`config.mk`:
```
export PLATFORM = sky130hd
export DESIGN_NAME = ack_retransmit_message_framer
export DESIGN_NICKNAME = d
export VERILOG_FILES = /design/src/frame_pkg.sv /design/src/ack_retransmit_message_framer.sv /design/src/frame_buf2.sv
export SDC_FILE = /design/constraint.sdc
export NUM_CORES = 2
export LEC_CHECK = 0
export ABC_CLOCK_PERIOD_IN_PS = 4400
export BUFFER_PORTS_ARGS = -buffer_cell sky130_fd_sc_hd__buf_2
export CAP_MARGIN = 5
export CORE_AREA = 2 2 568 514
export DETAILED_ROUTE_END_ITERATION = 10
export DIE_AREA = 0 0 570 516
export PLACE_DENSITY_LB_ADDON = 0.05
export SLEW_MARGIN = 20
export SYNTH_ARGS = -nofsm -noshare
export SYNTH_HDL_FRONTEND = slang
export SYNTH_HIERARCHICAL = 1
export SYNTH_SLANG_ARGS = --single-unit
```
`constraint.sdc`:
```
create_clock -name I_CLK_SYS -period 4.4 [get_ports I_CLK_SYS]
set_input_delay 0.22 -clock I_CLK_SYS [delete_from_list [all_inputs] [get_ports I_CLK_SYS]]
set_output_delay 0.22 -clock I_CLK_SYS [all_outputs]
set_load 0.02 [all_outputs]
```
`src/frame_pkg.sv`:
```
package frame_pkg;
  localparam logic [7:0] CHAR_SOM  = 8'h23;
  localparam logic [7:0] CHAR_CR   = 8'h0d;
  localparam logic [7:0] CHAR_LF   = 8'h0a;
  localparam logic [7:0] CHAR_ACK  = 8'h40;
  localparam logic [7:0] CHAR_NAK  = 8'h3f;
  localparam int         PAYLOAD_MAX = 72;
  localparam int         MSG_DEPTH   = 4;
  localparam logic [3:0] SEQ_RESET   = 4'h0;
  localparam logic [3:0] SEQ_STEP    = 4'h2;
  localparam logic [7:0] DELAY_OFF   = 8'hff;
  localparam logic [7:0] DELAY_RESET = 8'h0a;
  // one delay unit in microseconds, and in cycles at 50 MHz
  localparam int         DELAY_UNIT_US   = 10;
  localparam int         CLK_MHZ         = 50;
  localparam int         DELAY_UNIT_CYC  = DELAY_UNIT_US * CLK_MHZ;
  localparam logic [15:0] CRC_POLY_DEF = 16'h1021;
  localparam logic [15:0] CRC_INIT_DEF = 16'h0000;
  typedef enum logic [8:0] {
    TX_IDLE = 9'h001,
    TX_SOM  = 9'h002,
    TX_SEQ  = 9'h004,
    TX_DATA = 9'h008,
    TX_CRC  = 9'h010,
    TX_CR   = 9'h020,
    TX_LF   = 9'h040,
    TX_WAIT = 9'h080,
    TX_NEXT = 9'h100
  } tx_state_t;
  typedef enum logic [4:0] {
    RX_HUNT = 5'h01,
    RX_SEQ  = 5'h02,
    RX_RSP  = 5'h04,
    RX_CRC  = 5'h08,
    RX_EOM  = 5'h10
  } rx_state_t;
endpackage

```
`src/ack_retransmit_message_framer.sv`:
```
`timescale 1ns/1ps
// What this block does
// - plain: start, payload, end; corrected: start, sequence, payload, CRC, end
// - hash character starts every sent frame and every host reply
// - sequence is one even hex character, zero through E
// - sequence changes only on valid acknowledge; message resent until then
// - payload limited to 72 characters
// - CRC field is four characters encoding the 16-bit CRC
// - CRC covers bytes after start up to the last one before CRC
// - every sent message ends with carriage return then line feed
// - acknowledge with wrong sequence does not advance; message is resent
// - at-sign means acknowledge, question mark means negative acknowledge
// - each corrected-mode send starts a response timer from the programmed delay
// - all-ones delay disables the response timer
// - timeout counts as negative acknowledge; both resend the same message
// - valid acknowledge: delivered, sequence advances, queue moves on
// - with parity on, the eighth bit enters the CRC
// - corrected mode holds three more messages queued behind the pending one
// - parity error on the start character: wait for end, then report an error
module ack_retransmit_message_framer
  import frame_pkg::*;
#(
  parameter logic [15:0] CRC_POLY = CRC_POLY_DEF,
  parameter logic [15:0] CRC_INIT = CRC_INIT_DEF,
  parameter int          UNIT_CYC = DELAY_UNIT_CYC
) (
  // clock and reset
  input  wire logic       I_CLK_SYS,
  input  wire logic       I_RST,
  // configuration
  input  wire logic       I_ERROR_CORRECTING_MODE,
  input  wire logic       I_PARITY_EN,
  input  wire logic       I_SET_RESPONSE_DELAY_CMD,
  input  wire logic [7:0] I_DELAY_VALUE,
  // message engine: one payload character per beat, last marks the end
  input  wire logic       I_MSG_VALID,
  output wire logic       O_MSG_READY,
  input  wire logic [7:0] I_MSG_CHAR,
  input  wire logic       I_MSG_LAST,
  // serial transmitter
  output wire logic       O_TX_VALID,
  input  wire logic       I_TX_READY,
  output wire logic [7:0] O_TX_CHAR,
  // serial receiver
  input  wire logic       I_RX_VALID,
  input  wire logic [7:0] I_RX_CHAR,
  input  wire logic       I_RX_PARITY_ERR,
  // status
  output logic            O_DELIVERED,
  output logic            O_RETRANSMIT,
  output logic            O_RX_ERROR,
  output logic [3:0]      O_SEQ
);
  localparam int MW = $clog2(PAYLOAD_MAX + 1);
  localparam int QW = $clog2(MSG_DEPTH);
  localparam int SW = QW + 7;

  function automatic logic [15:0] crc_step(input logic [15:0] c, input logic [7:0] d);
    logic [15:0] r;
    r = c ^ {d, 8'h00};
    for (int i = 0; i < 8; i++) begin
      r = r[15] ? ((r << 1) ^ CRC_POLY) : (r << 1);
    end
    return r;
  endfunction
  function automatic logic [7:0] hex_char(input logic [3:0] n);
    return (n < 4'ha) ? (8'h30 + {4'h0, n}) : (8'h37 + {4'h0, n});
  endfunction
  function automatic logic [4:0] hex_val(input logic [7:0] c);
    if (c >= 8'h30 && c <= 8'h39) return {1'b0, c[3:0]};
    if (c >= 8'h41 && c <= 8'h46) return {1'b0, c[3:0] + 4'h9};
    return 5'h10;
  endfunction

  // message store: one slot pending plus three queued
  logic [7:0]    store_reg [MSG_DEPTH][PAYLOAD_MAX];
  logic [MW-1:0] len_reg   [MSG_DEPTH];
  logic [QW-1:0] wr_slot_reg, rd_slot_reg;
  logic [QW:0]   used_reg;
  logic [MW-1:0] wr_idx_reg;
  wire           full = (used_reg == (QW+1)'(MSG_DEPTH));
  // plain mode keeps no queue: one slot only
  wire           q_full = I_ERROR_CORRECTING_MODE ? (used_reg == (QW+1)'(MSG_DEPTH)) : (used_reg != '0);
  wire           wr_fire = I_MSG_VALID && O_MSG_READY;
  wire           at_max  = (wr_idx_reg == MW'(PAYLOAD_MAX - 1));
  wire           wr_end  = wr_fire && (I_MSG_LAST || at_max);
  assign O_MSG_READY = !q_full;

  always_ff @(posedge I_CLK_SYS) begin
    if (wr_fire) begin
      store_reg[wr_slot_reg][wr_idx_reg] <= I_MSG_CHAR;
    end
  end

  // transmitter
  tx_state_t     tx_reg, tx_next;
  logic [MW-1:0] rd_idx_reg;
  logic [1:0]    nib_reg;
  logic [15:0]   crc_reg;
  logic [3:0]    seq_reg;
  logic [7:0]    delay_reg;
  logic [SW+7:0] timer_reg;
  logic          timer_on_reg;
  logic          ack_ok, nak_hit;
  logic [7:0]    tx_char;
  logic          tx_valid;
  wire           b_ready;
  wire           ecm = I_ERROR_CORRECTING_MODE;
  wire           tx_fire = tx_valid && b_ready;
  wire [7:0]     cur_char = store_reg[rd_slot_reg][rd_idx_reg];
  wire [MW-1:0]  cur_len = len_reg[rd_slot_reg];
  wire [3:0]     crc_nib = crc_reg[4'(4'd12 - {nib_reg, 2'b00}) +: 4];
  // parity lives in bit 7; without parity it is masked out of the CRC
  wire [7:0]     crc_in = I_PARITY_EN ? tx_char : {1'b0, tx_char[6:0]};
  wire           timeout = timer_on_reg && (timer_reg == '0);

  always_comb begin
    tx_next  = tx_reg;
    tx_valid = 1'b0;
    tx_char  = 8'h00;
    case (tx_reg)
      TX_IDLE: if (used_reg != '0) tx_next = TX_SOM;
      TX_SOM: begin
        tx_valid = 1'b1;
        tx_char  = CHAR_SOM;
        if (b_ready) tx_next = ecm ? TX_SEQ : TX_DATA;
      end
      TX_SEQ: begin
        tx_valid = 1'b1;
        tx_char  = hex_char(seq_reg);
        if (b_ready) tx_next = TX_DATA;
      end
      TX_DATA: begin
        tx_valid = (cur_len != '0);
        tx_char  = cur_char;
        if (cur_len == '0 || (b_ready && rd_idx_reg == cur_len - 1'b1)) tx_next = ecm ? TX_CRC : TX_CR;
      end
      TX_CRC: begin
        tx_valid = 1'b1;
        tx_char  = hex_char(crc_nib);
        if (b_ready && nib_reg == 2'd3) tx_next = TX_CR;
      end
      TX_CR: begin
        tx_valid = 1'b1;
        tx_char  = CHAR_CR;
        if (b_ready) tx_next = TX_LF;
      end
      TX_LF: begin
        tx_valid = 1'b1;
        tx_char  = CHAR_LF;
        if (b_ready) tx_next = ecm ? TX_WAIT : TX_NEXT;
      end
      TX_WAIT: begin
        if (ack_ok) tx_next = TX_NEXT;
        else if (nak_hit || timeout) tx_next = TX_SOM;
      end
      TX_NEXT: tx_next = TX_IDLE;
      default: tx_next = TX_IDLE;
    endcase
  end

  always_ff @(posedge I_CLK_SYS or posedge I_RST) begin
    if (I_RST) begin
      tx_reg      <= TX_IDLE;
      rd_idx_reg  <= '0;
      nib_reg     <= 2'd0;
      crc_reg     <= CRC_INIT_DEF;
      seq_reg     <= SEQ_RESET;
      wr_slot_reg <= '0;
      rd_slot_reg <= '0;
      used_reg    <= '0;
      wr_idx_reg  <= '0;
      for (int k = 0; k < MSG_DEPTH; k++) len_reg[k] <= '0;
    end else begin
      tx_reg <= tx_next;
      if (wr_fire) wr_idx_reg <= wr_end ? '0 : wr_idx_reg + 1'b1;
      if (wr_end) begin
        len_reg[wr_slot_reg] <= wr_idx_reg + 1'b1;
        wr_slot_reg          <= wr_slot_reg + 1'b1;
      end
      if (tx_reg == TX_SOM) crc_reg <= CRC_INIT;
      else if (tx_fire && (tx_reg == TX_SEQ || tx_reg == TX_DATA)) crc_reg <= crc_step(crc_reg, crc_in);
      if (tx_reg == TX_SOM) rd_idx_reg <= '0;
      else if (tx_reg == TX_DATA && tx_fire) rd_idx_reg <= rd_idx_reg + 1'b1;
      if (tx_reg != TX_CRC) nib_reg <= 2'd0;
      else if (tx_fire) nib_reg <= nib_reg + 2'd1;
      if (tx_reg == TX_NEXT) rd_slot_reg <= rd_slot_reg + 1'b1;
      if (tx_reg == TX_WAIT && ack_ok) seq_reg <= seq_reg + SEQ_STEP;
      used_reg <= used_reg + {{QW{1'b0}}, wr_end} - {{QW{1'b0}}, tx_reg == TX_NEXT};
    end
  end

  // response timer, reloaded as each corrected-mode frame ends
  always_ff @(posedge I_CLK_SYS or posedge I_RST) begin
    if (I_RST) begin
      delay_reg    <= DELAY_RESET;
      timer_reg    <= '0;
      timer_on_reg <= 1'b0;
    end else begin
      if (I_SET_RESPONSE_DELAY_CMD) delay_reg <= I_DELAY_VALUE;
      if (tx_reg == TX_LF && b_ready && ecm) begin
        timer_on_reg <= (delay_reg != DELAY_OFF);
        timer_reg    <= (SW+8)'(delay_reg * UNIT_CYC);
      end else if (tx_reg != TX_WAIT) begin
        timer_on_reg <= 1'b0;
      end else if (timer_reg != '0) begin
        timer_reg <= timer_reg - 1'b1;
      end
    end
  end

  // reply parser: # seq rsp crc4 CR
  rx_state_t   rx_reg;
  logic [3:0]  rseq_reg;
  logic        rack_reg, rbad_reg;
  logic [1:0]  rn_reg;
  logic [15:0] rcrc_reg, rgot_reg;
  wire  [7:0]  rx_c = I_PARITY_EN ? I_RX_CHAR : {1'b0, I_RX_CHAR[6:0]};
  wire  [4:0]  rx_h = hex_val(rx_c);
  wire         rx_som = I_RX_VALID && rx_c == CHAR_SOM;
  wire         rx_done = I_RX_VALID && rx_reg == RX_EOM && rx_c == CHAR_CR;
  wire         frame_ok = rx_done && !rbad_reg && (rgot_reg == rcrc_reg);
  assign ack_ok  = frame_ok && rack_reg && (rseq_reg == seq_reg);
  assign nak_hit = (frame_ok && (!rack_reg || rseq_reg != seq_reg)) || (rx_done && !frame_ok);

  always_ff @(posedge I_CLK_SYS or posedge I_RST) begin
    if (I_RST) begin
      rx_reg     <= RX_HUNT;
      rseq_reg   <= 4'h0;
      rack_reg   <= 1'b0;
      rbad_reg   <= 1'b0;
      rn_reg     <= 2'd0;
      rcrc_reg   <= CRC_INIT_DEF;
      rgot_reg   <= 16'h0000;
      O_RX_ERROR <= 1'b0;
    end else begin
      O_RX_ERROR <= rx_done && rbad_reg;
      if (I_RX_VALID) begin
        if (I_RX_PARITY_ERR && I_PARITY_EN) rbad_reg <= 1'b1;
        case (rx_reg)
          RX_HUNT: if (rx_som) begin
            rx_reg   <= RX_SEQ;
            rbad_reg <= I_RX_PARITY_ERR && I_PARITY_EN;
            rcrc_reg <= CRC_INIT;
          end
          RX_SEQ: begin
            rseq_reg <= rx_h[3:0];
            rbad_reg <= rbad_reg || rx_h[4];
            rcrc_reg <= crc_step(rcrc_reg, rx_c);
            rx_reg   <= RX_RSP;
          end
          RX_RSP: begin
            rack_reg <= (rx_c == CHAR_ACK);
            rbad_reg <= rbad_reg || !(rx_c == CHAR_ACK || rx_c == CHAR_NAK);
            rcrc_reg <= crc_step(rcrc_reg, rx_c);
            rn_reg   <= 2'd0;
            rx_reg   <= RX_CRC;
          end
          RX_CRC: begin
            rgot_reg <= {rgot_reg[11:0], rx_h[3:0]};
            rbad_reg <= rbad_reg || rx_h[4];
            rn_reg   <= rn_reg + 2'd1;
            if (rn_reg == 2'd3) rx_reg <= RX_EOM;
          end
          RX_EOM: rx_reg <= RX_HUNT;
          default: rx_reg <= RX_HUNT;
        endcase
      end
    end
  end

  always_ff @(posedge I_CLK_SYS or posedge I_RST) begin
    if (I_RST) begin
      O_DELIVERED  <= 1'b0;
      O_RETRANSMIT <= 1'b0;
      O_SEQ        <= SEQ_RESET;
    end else begin
      O_DELIVERED  <= tx_reg == TX_WAIT && ack_ok;
      O_RETRANSMIT <= tx_reg == TX_WAIT && !ack_ok && (nak_hit || timeout);
      O_SEQ        <= seq_reg;
    end
  end

  // two-entry buffer toward the serial transmitter
  frame_buf2 #(.WIDTH(8)) i_frame_buf2 (
    .clk       (I_CLK_SYS),
    .rst       (I_RST),
    .in_valid  (tx_valid),
    .in_ready  (b_ready),
    .in_data   (tx_char),
    .out_valid (O_TX_VALID),
    .out_ready (I_TX_READY),
    .out_data  (O_TX_CHAR)
  );

  a_seq_even: assert property (@(posedge I_CLK_SYS) disable iff (I_RST) seq_reg[0] == 1'b0)
    else $error("sequence value odd");
  a_seq_ack: assert property (@(posedge I_CLK_SYS) disable iff (I_RST)
    (tx_reg == TX_WAIT && ack_ok) |=> seq_reg == $past(seq_reg) + SEQ_STEP)
    else $error("sequence did not step");
  a_seq_hold: assert property (@(posedge I_CLK_SYS) disable iff (I_RST)
    !(tx_reg == TX_WAIT && ack_ok) |=> $stable(seq_reg))
    else $error("sequence changed without acknowledge");
  a_nak_resend: assert property (@(posedge I_CLK_SYS) disable iff (I_RST)
    (tx_reg == TX_WAIT && !ack_ok && nak_hit) |=> tx_reg == TX_SOM && $stable(rd_slot_reg))
    else $error("no resend after negative reply");
  a_timeout_resend: assert property (@(posedge I_CLK_SYS) disable iff (I_RST)
    (tx_reg == TX_WAIT && timeout && !ack_ok) |=> tx_reg == TX_SOM)
    else $error("no resend after timeout");
  a_off_no_timer: assert property (@(posedge I_CLK_SYS) disable iff (I_RST)
    (delay_reg == DELAY_OFF && tx_reg == TX_LF) |=> !timer_on_reg)
    else $error("timer ran while disabled");
  a_som_first: assert property (@(posedge I_CLK_SYS) disable iff (I_RST)
    (tx_next == TX_SOM && tx_reg != TX_SOM) |=> tx_valid && tx_char == CHAR_SOM)
    else $error("frame did not start with hash");
  a_cr_lf: assert property (@(posedge I_CLK_SYS) disable iff (I_RST)
    (tx_reg == TX_CR && b_ready) |=> tx_reg == TX_LF && tx_char == CHAR_LF)
    else $error("carriage return not followed by line feed");
  a_len_limit: assert property (@(posedge I_CLK_SYS) disable iff (I_RST)
    wr_idx_reg < MW'(PAYLOAD_MAX))
    else $error("payload above limit");
  a_ack_queue: assert property (@(posedge I_CLK_SYS) disable iff (I_RST)
    (tx_reg == TX_WAIT && ack_ok) |=> ##1 rd_slot_reg == $past(rd_slot_reg, 2) + 1'b1)
    else $error("queue did not advance");
  a_plain_no_wait: assert property (@(posedge I_CLK_SYS) disable iff (I_RST)
    (!ecm && tx_reg == TX_LF && b_ready) |=> tx_reg == TX_NEXT)
    else $error("plain frame waited for a reply");
  a_full_refused: assert property (@(posedge I_CLK_SYS) disable iff (I_RST)
    full |-> !O_MSG_READY)
    else $error("message taken with queue full");
  // a reply with a parity error on its hash character is never taken as acknowledge
  a_bad_reply: assert property (@(posedge I_CLK_SYS) disable iff (I_RST)
    (tx_reg == TX_WAIT && rx_done && rbad_reg) |=> O_RETRANSMIT && O_RX_ERROR)
    else $error("bad reply not reported");
  c_ack: cover property (@(posedge I_CLK_SYS) disable iff (I_RST) tx_reg == TX_WAIT && ack_ok);
  c_nak: cover property (@(posedge I_CLK_SYS) disable iff (I_RST) tx_reg == TX_WAIT && nak_hit);
  c_timeout: cover property (@(posedge I_CLK_SYS) disable iff (I_RST) tx_reg == TX_WAIT && timeout);
  c_queue_full: cover property (@(posedge I_CLK_SYS) disable iff (I_RST) full);
  c_rx_error: cover property (@(posedge I_CLK_SYS) disable iff (I_RST) O_RX_ERROR);
endmodule

```
`src/frame_buf2.sv`:
```
`timescale 1ns/1ps
module frame_buf2 #(
  parameter int WIDTH = 8
) (
  // clock and reset
  input  wire logic             clk,
  input  wire logic             rst,
  // fill side
  input  wire logic             in_valid,
  output wire logic             in_ready,
  input  wire logic [WIDTH-1:0] in_data,
  // drain side
  output wire logic             out_valid,
  input  wire logic             out_ready,
  output wire logic [WIDTH-1:0] out_data
);
  logic [WIDTH-1:0] mem_reg [2];
  logic             wr_ptr_reg;
  logic             rd_ptr_reg;
  logic [1:0]       count_reg;
  wire              push = in_valid && in_ready;
  wire              pop  = out_valid && out_ready;
  assign in_ready  = (count_reg != 2'd2);
  assign out_valid = (count_reg != 2'd0);
  assign out_data  = mem_reg[rd_ptr_reg];
  always_ff @(posedge clk or posedge rst) begin
    if (rst) begin
      wr_ptr_reg <= 1'b0;
      rd_ptr_reg <= 1'b0;
      count_reg  <= 2'd0;
      mem_reg[0] <= '0;
      mem_reg[1] <= '0;
    end else begin
      if (push) begin
        mem_reg[wr_ptr_reg] <= in_data;
        wr_ptr_reg          <= ~wr_ptr_reg;
      end
      if (pop) begin
        rd_ptr_reg <= ~rd_ptr_reg;
      end
      count_reg <= count_reg + {1'b0, push} - {1'b0, pop};
    end
  end
  a_no_overflow: assert property (@(posedge clk) disable iff (rst) count_reg <= 2'd2)
    else $error("buffer count above two");
endmodule

```
== Word-level counts from Yosys, hierarchy flattened ==
Memory sizes are Yosys's and may differ from the RTL's.
Index checks and enable logic that the tools add are counted.
W data, S select, Z words.

* Register bits after elaboration: 178
* RAM bits: 2304
* Logic and storage cells: 288
* Memories kept: 1

* $add $sub $neg: 19
* $mul: 1
* $lt $le $gt $ge: 15
* Equal/unequal tests: 41
* Shift-type cells: 1
* Multiplexer cells: 83
* Bitwise operators: 26
* Reductions and logical operators: 69

{| class="wikitable"
|+ Memories
! name !! depth !! bits a word !! rd ports !! clocked after Yosys merged registers in !! write ports !! RTL line !! text
|-
| store_reg || 4 || 576 || 1 || 0 || 1 || ack_retransmit_message_framer.sv:76 || <nowiki>logic [7:0] store_reg [MSG_DEPTH][PAYLOAD_MAX];</nowiki>
|}

{| class="wikitable"
|+ Operator list
! operator !! number
|-
| $mux W576 || 1
|-
| $mux W13 || 16
|-
| $mux W9 || 10
|-
| $mux W8 || 9
|-
| $pmux W9 S8 || 1
|-
| $bmux W8 S7 || 1
|-
| $demux W8 S7 || 1
|-
| $mux W7 || 8
|-
| $mux W17 || 3
|-
| $mux W16 || 3
|-
| $not A3 Y3 || 16
|-
| $pmux W8 S6 || 1
|-
| $pmux W16 S2 || 1
|-
| $xor A16 B16 Y16 || 2
|-
| $logic_and A1 B1 Y1 || 30
|-
| $mux W5 || 6
|-
| $add A6 B4 Y7 const A || 4
|-
| $bwmux W28 || 1
|-
| $ne A2 B2 Y1 const B || 11
|-
| $pmux W5 S4 || 1
|-
| $logic_not A17 Y1 || 1
|-
| $reduce_bool A17 Y1 || 1
|-
| $sub A17 B1 Y17 const B || 1
|-
| $bwmux W16 || 1
|-
| other kinds (76) || 125
|}

== Longest topological paths before layout ==
* Word-level depth: 25
* Gate-level depth with buffers: 19
* Depth with buffers taken out: 18

== By module ==
The synthesis kept the hierarchy.

{| class="wikitable"
|+ By module, submodules not included
! module !! times used !! cells each !! area an instance (um^2)
|-
| ack_retransmit_message_framer || 1 || 5017 || 99486.7
|-
| frame_buf2 || 1 || 61 || 975.9
|}

== Worst setup path after synthesis ==
OpenSTA, ideal clock, no wires.

* Kind: reg2reg
* Start point: register delay_reg[1]
* End point: register timer_reg[16]
* Data arrival time: 4.080 ns
* Path slack: 0.194 ns
* Cell stages (with the launch flop): 19
* Buffers on the path: 0
* Clock period less this slack: 4.206 ns
* Path through: dfstp_2 fa_1 xor2_1 ha_1 inv_1 fa_1 fa_1 inv_1 ha_1 inv_1 o21bai_1 a21oi_1 o21bai_1 a21oi_1 o21bai_1 a21oi_1 o21ai_0 xnor2_1 o21ai_1

* Word-level cells in the longest chain between the ends: 2

{| class="wikitable"
|+ Ends and longest elaborated chain
! what !! RTL line !! text
|-
| from (decl) || ack_retransmit_message_framer.sv:101 || <nowiki>logic [7:0] delay_reg;</nowiki>
|-
| from (signal assigned) || ack_retransmit_message_framer.sv:196 || <nowiki>delay_reg <= DELAY_RESET;</nowiki>
|-
| from (signal assigned) || ack_retransmit_message_framer.sv:200 || <nowiki>if (I_SET_RESPONSE_DELAY_CMD) delay_reg <= I_DELAY_VALUE;</nowiki>
|-
| $mul A8 B7 Y15 || ack_retransmit_message_framer.sv:203 || <nowiki>timer_reg <= (SW+8)'(delay_reg * UNIT_CYC);</nowiki>
|-
| $mux W17 || ack_retransmit_message_framer.sv:201 || <nowiki>if (tx_reg == TX_LF && b_ready && ecm) begin</nowiki>
|-
| to (signal assigned) || ack_retransmit_message_framer.sv:203 ||
|-
| to (signal assigned) || ack_retransmit_message_framer.sv:207 || <nowiki>timer_reg <= timer_reg - 1'b1;</nowiki>
|-
| to (decl) || ack_retransmit_message_framer.sv:102 || <nowiki>logic [SW+7:0] timer_reg;</nowiki>
|}

No other way between the ends.
A chain may end at the register's enable or synchronous reset.

== Worst setup path after layout ==
* Start point: register rd_slot_reg[0]
* End point: register crc_reg[6]

* Elaborated cells on any way between the ends: 28

{| class="wikitable"
|+ RTL lines
! what !! RTL line !! text
|-
| from (decl) || ack_retransmit_message_framer.sv:78 || <nowiki>logic [QW-1:0] wr_slot_reg, rd_slot_reg;</nowiki>
|-
| from (signal assigned) || ack_retransmit_message_framer.sv:187 || <nowiki>if (tx_reg == TX_NEXT) rd_slot_reg <= rd_slot_reg + 1'b1;</nowiki>
|-
| $mem_v2 Z4 W576 || -- ||
|-
| $bmux W8 S7 || ack_retransmit_message_framer.sv:110 || <nowiki>wire [7:0] cur_char = store_reg[rd_slot_reg][rd_idx_reg];</nowiki>
|-
| $mux W8 (implied by the code) (2 in a row) || ack_retransmit_message_framer.sv:110 ||
|-
| $pmux W8 S6 || ack_retransmit_message_framer.sv:121 || <nowiki>case (tx_reg)</nowiki>
|-
| $mux W8 || ack_retransmit_message_framer.sv:114 || <nowiki>wire [7:0] crc_in = I_PARITY_EN ? tx_char : {1'b0, tx_char[6:0]};</nowiki>
|-
| named net crc_in[5] || ack_retransmit_message_framer.sv:114 ||
|-
| $xor A16 B16 Y16 || ack_retransmit_message_framer.sv:60 || <nowiki>r = c ^ {d, 8'h00};</nowiki>
|-
| $mux W13 (3 in a row) || ack_retransmit_message_framer.sv:62 || <nowiki>r = r[15] ? ((r << 1) ^ CRC_POLY) : (r << 1);</nowiki>
|-
| $mux W16 || ack_retransmit_message_framer.sv:182 || <nowiki>else if (tx_fire && (tx_reg == TX_SEQ || tx_reg == TX_DATA)) crc_reg <= crc_step(crc_reg, crc_in);</nowiki>
|-
| $mux W16 || ack_retransmit_message_framer.sv:181 || <nowiki>if (tx_reg == TX_SOM) crc_reg <= CRC_INIT;</nowiki>
|-
| to (signal assigned) || ack_retransmit_message_framer.sv:182 ||
|-
| to (decl) || ack_retransmit_message_framer.sv:99 || <nowiki>logic [15:0] crc_reg;</nowiki>
|}

The timed path passes the listed nets, and every way through them passes these cells. The select of a mux whose other input is x is not followed.

==> qor.yml <==
synth:
  yosysWarnings: 6
  synthFlopType: "edfxtp_1"
  ys_seq_area_share_pct: 73.3
  synth_top_cells_by_area: "edfxtp_1 (69%), mux4_2 (15%), dfrtp_1 (4.3%)"
  synth-edff-count: 2304
  synth.avg_cell_area_um2: 19.8
  synth_nets: 5195
  syn_area_um2: 100000
  async_flop_share_pct: 7.10
  synth_cell_types: 91
  ys_ff_latch: 2480
  yosys.area.top_type: "edfxtp_1"
  synth_top_area_share_pct: 68.9
  syn_inst: 5078
routing:
  drc: 0
  drtIter0Drc: 5362
  dr.pass1.iters: 6
  viasPerCell: 5.34
  finalWirelength_um: 310000
  vias: 52151
  wl_per_cell_um: 31.8
  ant_nets: 0
setup_path:
  crit_type: "flop to flop"
  startpoint_type: "flop"
  cp.required_ns: 5.16
  arrival_ns: 5.22
  rr_worst_depth: 15
  r2r_start: "rd_slot_reg[0]"
  crit_path_max_fanout: 8
  worstPathCellList: "buf_12, buf_12, buf_16, mux4_2, mux4_2, mux2i_2, buf_4, o2111a_1, a211o_1, nand4_1, and2_4, xor2_2, xor3_2, xor2_1, o21ai_1"
  r2r-end: "crc_reg[6]"
  slowest_stage: "mux4_2"
  r2r_slack_ns: -0.05
  slowest_delay_ns: 0.62
  cp-end-kind: "flop"
sta:
  rsz0062_at_grt: "true"
  hold_violations: 0
  timing.final.ws_setup_ns: -0.0530
  skew_ns: 0.0584
  clock.fmax_mhz: 225
  final_max_slew_viol_count: 0
  worst_pin_slew_ns: 1.10
  slew-limit-headroom_pct: 26.2
  holdWs_ns: 0.0364
  setup_viol: 2
  period_minus_slack_ns: 4.45
  fin_crit_sh_pct: 101
power_and_ir_drop:
  power.total_mw: 54.9
  power_density_nw_per_um2: 462
  p_leak_nw: 38.3
  vdd_drop_max_v: 0.000281
global_routing:
  grt_max_degree: 132
  grt_pass1_wl_um: 430000
  grt_use_total_pct: 20.9
  grt_pass1_vias: 53084
  grt_antenna_before_repair: 32
  grt-ovfl-total: 0
floorplanning:
  ioPinCount: 51
  die_height_um: 516
  die_x_um: 570
  initial_core_util_pct: 34.9
  core-area_um2: 288000
  dieArea_um2: 294000
  rows: 187
cts:
  clkSinkCount: 2480
  root_buffer: "clkbuf_16"
  clock_tree.buffer_depth: 4
  h-tree-depth: 5
  cts_tree: "yes"
  clk_pin_slew_worst_paths_ns: 0.06
  clk_latency_ns: 0.87
  cts_buffers: 283
run_status:
  violations: "setup timing"
  status: "finished, violations left"
cells_and_area:
  syn_to_final_growth_pct: 18.3
  drive_gt1_share_pct: 29.9
  multi_input_area_um2: 25300
  instances_no_fill: 9761
  fillerInstances: 25458
  seqCellArea_um2: 73600
  final_area_um2: 119000
  nets: 5881
  largest_reg_flops: 2304
placed_design:
  port_buffers: 49
  post-place-cells: 9155
  placed_area_um2: 109000
  dp_slack_ns: -0.376
  dp.final_hpwl_um: 200000
  place.gp.congestion: 0.815
worst_hold_path:
  min_path_type: "input pin to async pin"
flow_run:
  timing.max_cap.violations: 0
-- layout make-up --
| type | instances | share of cell area (%) |
|---|---|---|
| multi-input cells | 2249 | 21.2 |
| inverters | 83 | 0.273 |
| flip-flops and latches | 2480 | 61.9 |
| clock buffers | 358 | 6.34 |
| well taps | 3780 | 3.98 |
| repair buffers | 667 | 5.23 |
| diodes | 5 | 0.0105 |
| clock inverters | 139 | 0.996 |
-- metrics by stage --
step	utilization (%)	TNS (ns)
after CTS	41.0	0
after global placement	37.8	-2.60
after detailed placement	37.8	-2.78
after floorplan	-	0
final	41.3	-0.0957
after global routing	41.3	-0.243
-- how the worst max path moves through the flow --
stage                         startpoint             to  slack, ns
final                     rd_slot_reg[0]     crc_reg[6]      -0.05
after global routing      rd_slot_reg[0]    crc_reg[13]      -0.07
after CTS                 rd_slot_reg[0]     crc_reg[7]     0.0003
after detailed placement  rd_slot_reg[0]    crc_reg[12]      -0.38
after global placement    rd_slot_reg[0]    crc_reg[12]      -0.39
after floorplan             delay_reg[1]  timer_reg[16]       0.19
-- synth_stat cells (22+ instances only) --
| master | n |
|---|---|
| mux2_2 | 53 |
| fa_1 | 22 |
| dfrtp_1 | 172 |
| nor3_1 | 35 |
| xor2_1 | 38 |
| nand3_1 | 69 |
| a21oi_1 | 54 |
| nand2b_1 | 22 |
| edfxtp_1 | 2304 |
| inv_1 | 79 |
| xnor2_1 | 86 |
| buf_6 | 39 |
| buf_4 | 47 |
| clkbuf_1 | 87 |
| mux2i_1 | 105 |
| nand2_1 | 244 |
| o21ai_0 | 112 |
| buf_2 | 74 |
| mux4_2 | 647 |
| nor2_1 | 374 |
| ha_1 | 61 |
-- kinds of logic after synthesis --
| logic type | share of synthesized area [%] |
|---|---|
| XOR/XNOR | 1.19 |
| other | 0.00373 |
| AO/OA/AOI/OAI | 2.28 |
| flip-flops | 73.3 |
| AND/OR/NAND/NOR | 3.79 |
| buffers and inverters | 1.90 |
| multiplexers | 16.4 |
| adder cells (fa/ha/maj) | 1.20 |
-- where the power goes --
group	leakage [nW]	switching [mW]	internal, mW	total (mW)
clock network	4.25	9.53	13.1	22.7
logic	11.0	3.43	2.15	5.58
registers	23.0	0.406	26.2	26.6
-- what timing repair did --
action                                 in CTS  in global routing
resized for setup                          19                 67
pin swaps                                   3                 19
setup buffers                               1                 48
endpoints found under the hold margin     627                  0
setup endpoints to repair                  17                 18
hold buffers                               45                  0
gates cloned                                0                 10
-- worst max-delay path: cells and delay by family, from the launching register on --
| family | cells | cell delay (ns) |
|---|---|---|
| muxes | 3 | 1.48 |
| buffers and inverters | 4 | 0.63 |
| AOI/OAI and AO/OA | 3 | 0.49 |
| DFF | 1 | 0.49 |
| and+or+nand+nor | 2 | 0.43 |
| xor gates and xnor gates | 3 | 0.82 |
-- cell usage in the layout, fill, tap and decap left out, drive strengths merged, types with 10 or more instances in the layout --
cell type,instances
a211oi,13
a21oi,56
a221oi,10
a22oi,19
a31oi,10
and2,13
and3,11
buf,612
bufinv,17
clkbuf,368
clkinv,105
dfrtp,172
dlygate4sd3,45
edfxtp,2304
fa,22
ha,61
inv,92
mux2,69
mux2i,105
mux4,647
nand2,244
nand2b,23
nand3,70
nand4,15
nor2,374
nor2b,12
nor3,35
nor4,15
o211ai,10
o21ai,133
o22ai,21
xnor2,89
xor2,38
-- per-layer routing --
layer	routed length, µm	vias up	track usage [%]	share of wire (%)
met5	34	-	0	0.011
met3	19600	378	4.28	6.3
met4	7900	6	5.04	2.5
met2	140000	1570	31.9	45
met1	142000	28236	30.5	46
li1	-	21961	-	-
Power figures use the tool's default switching activity.
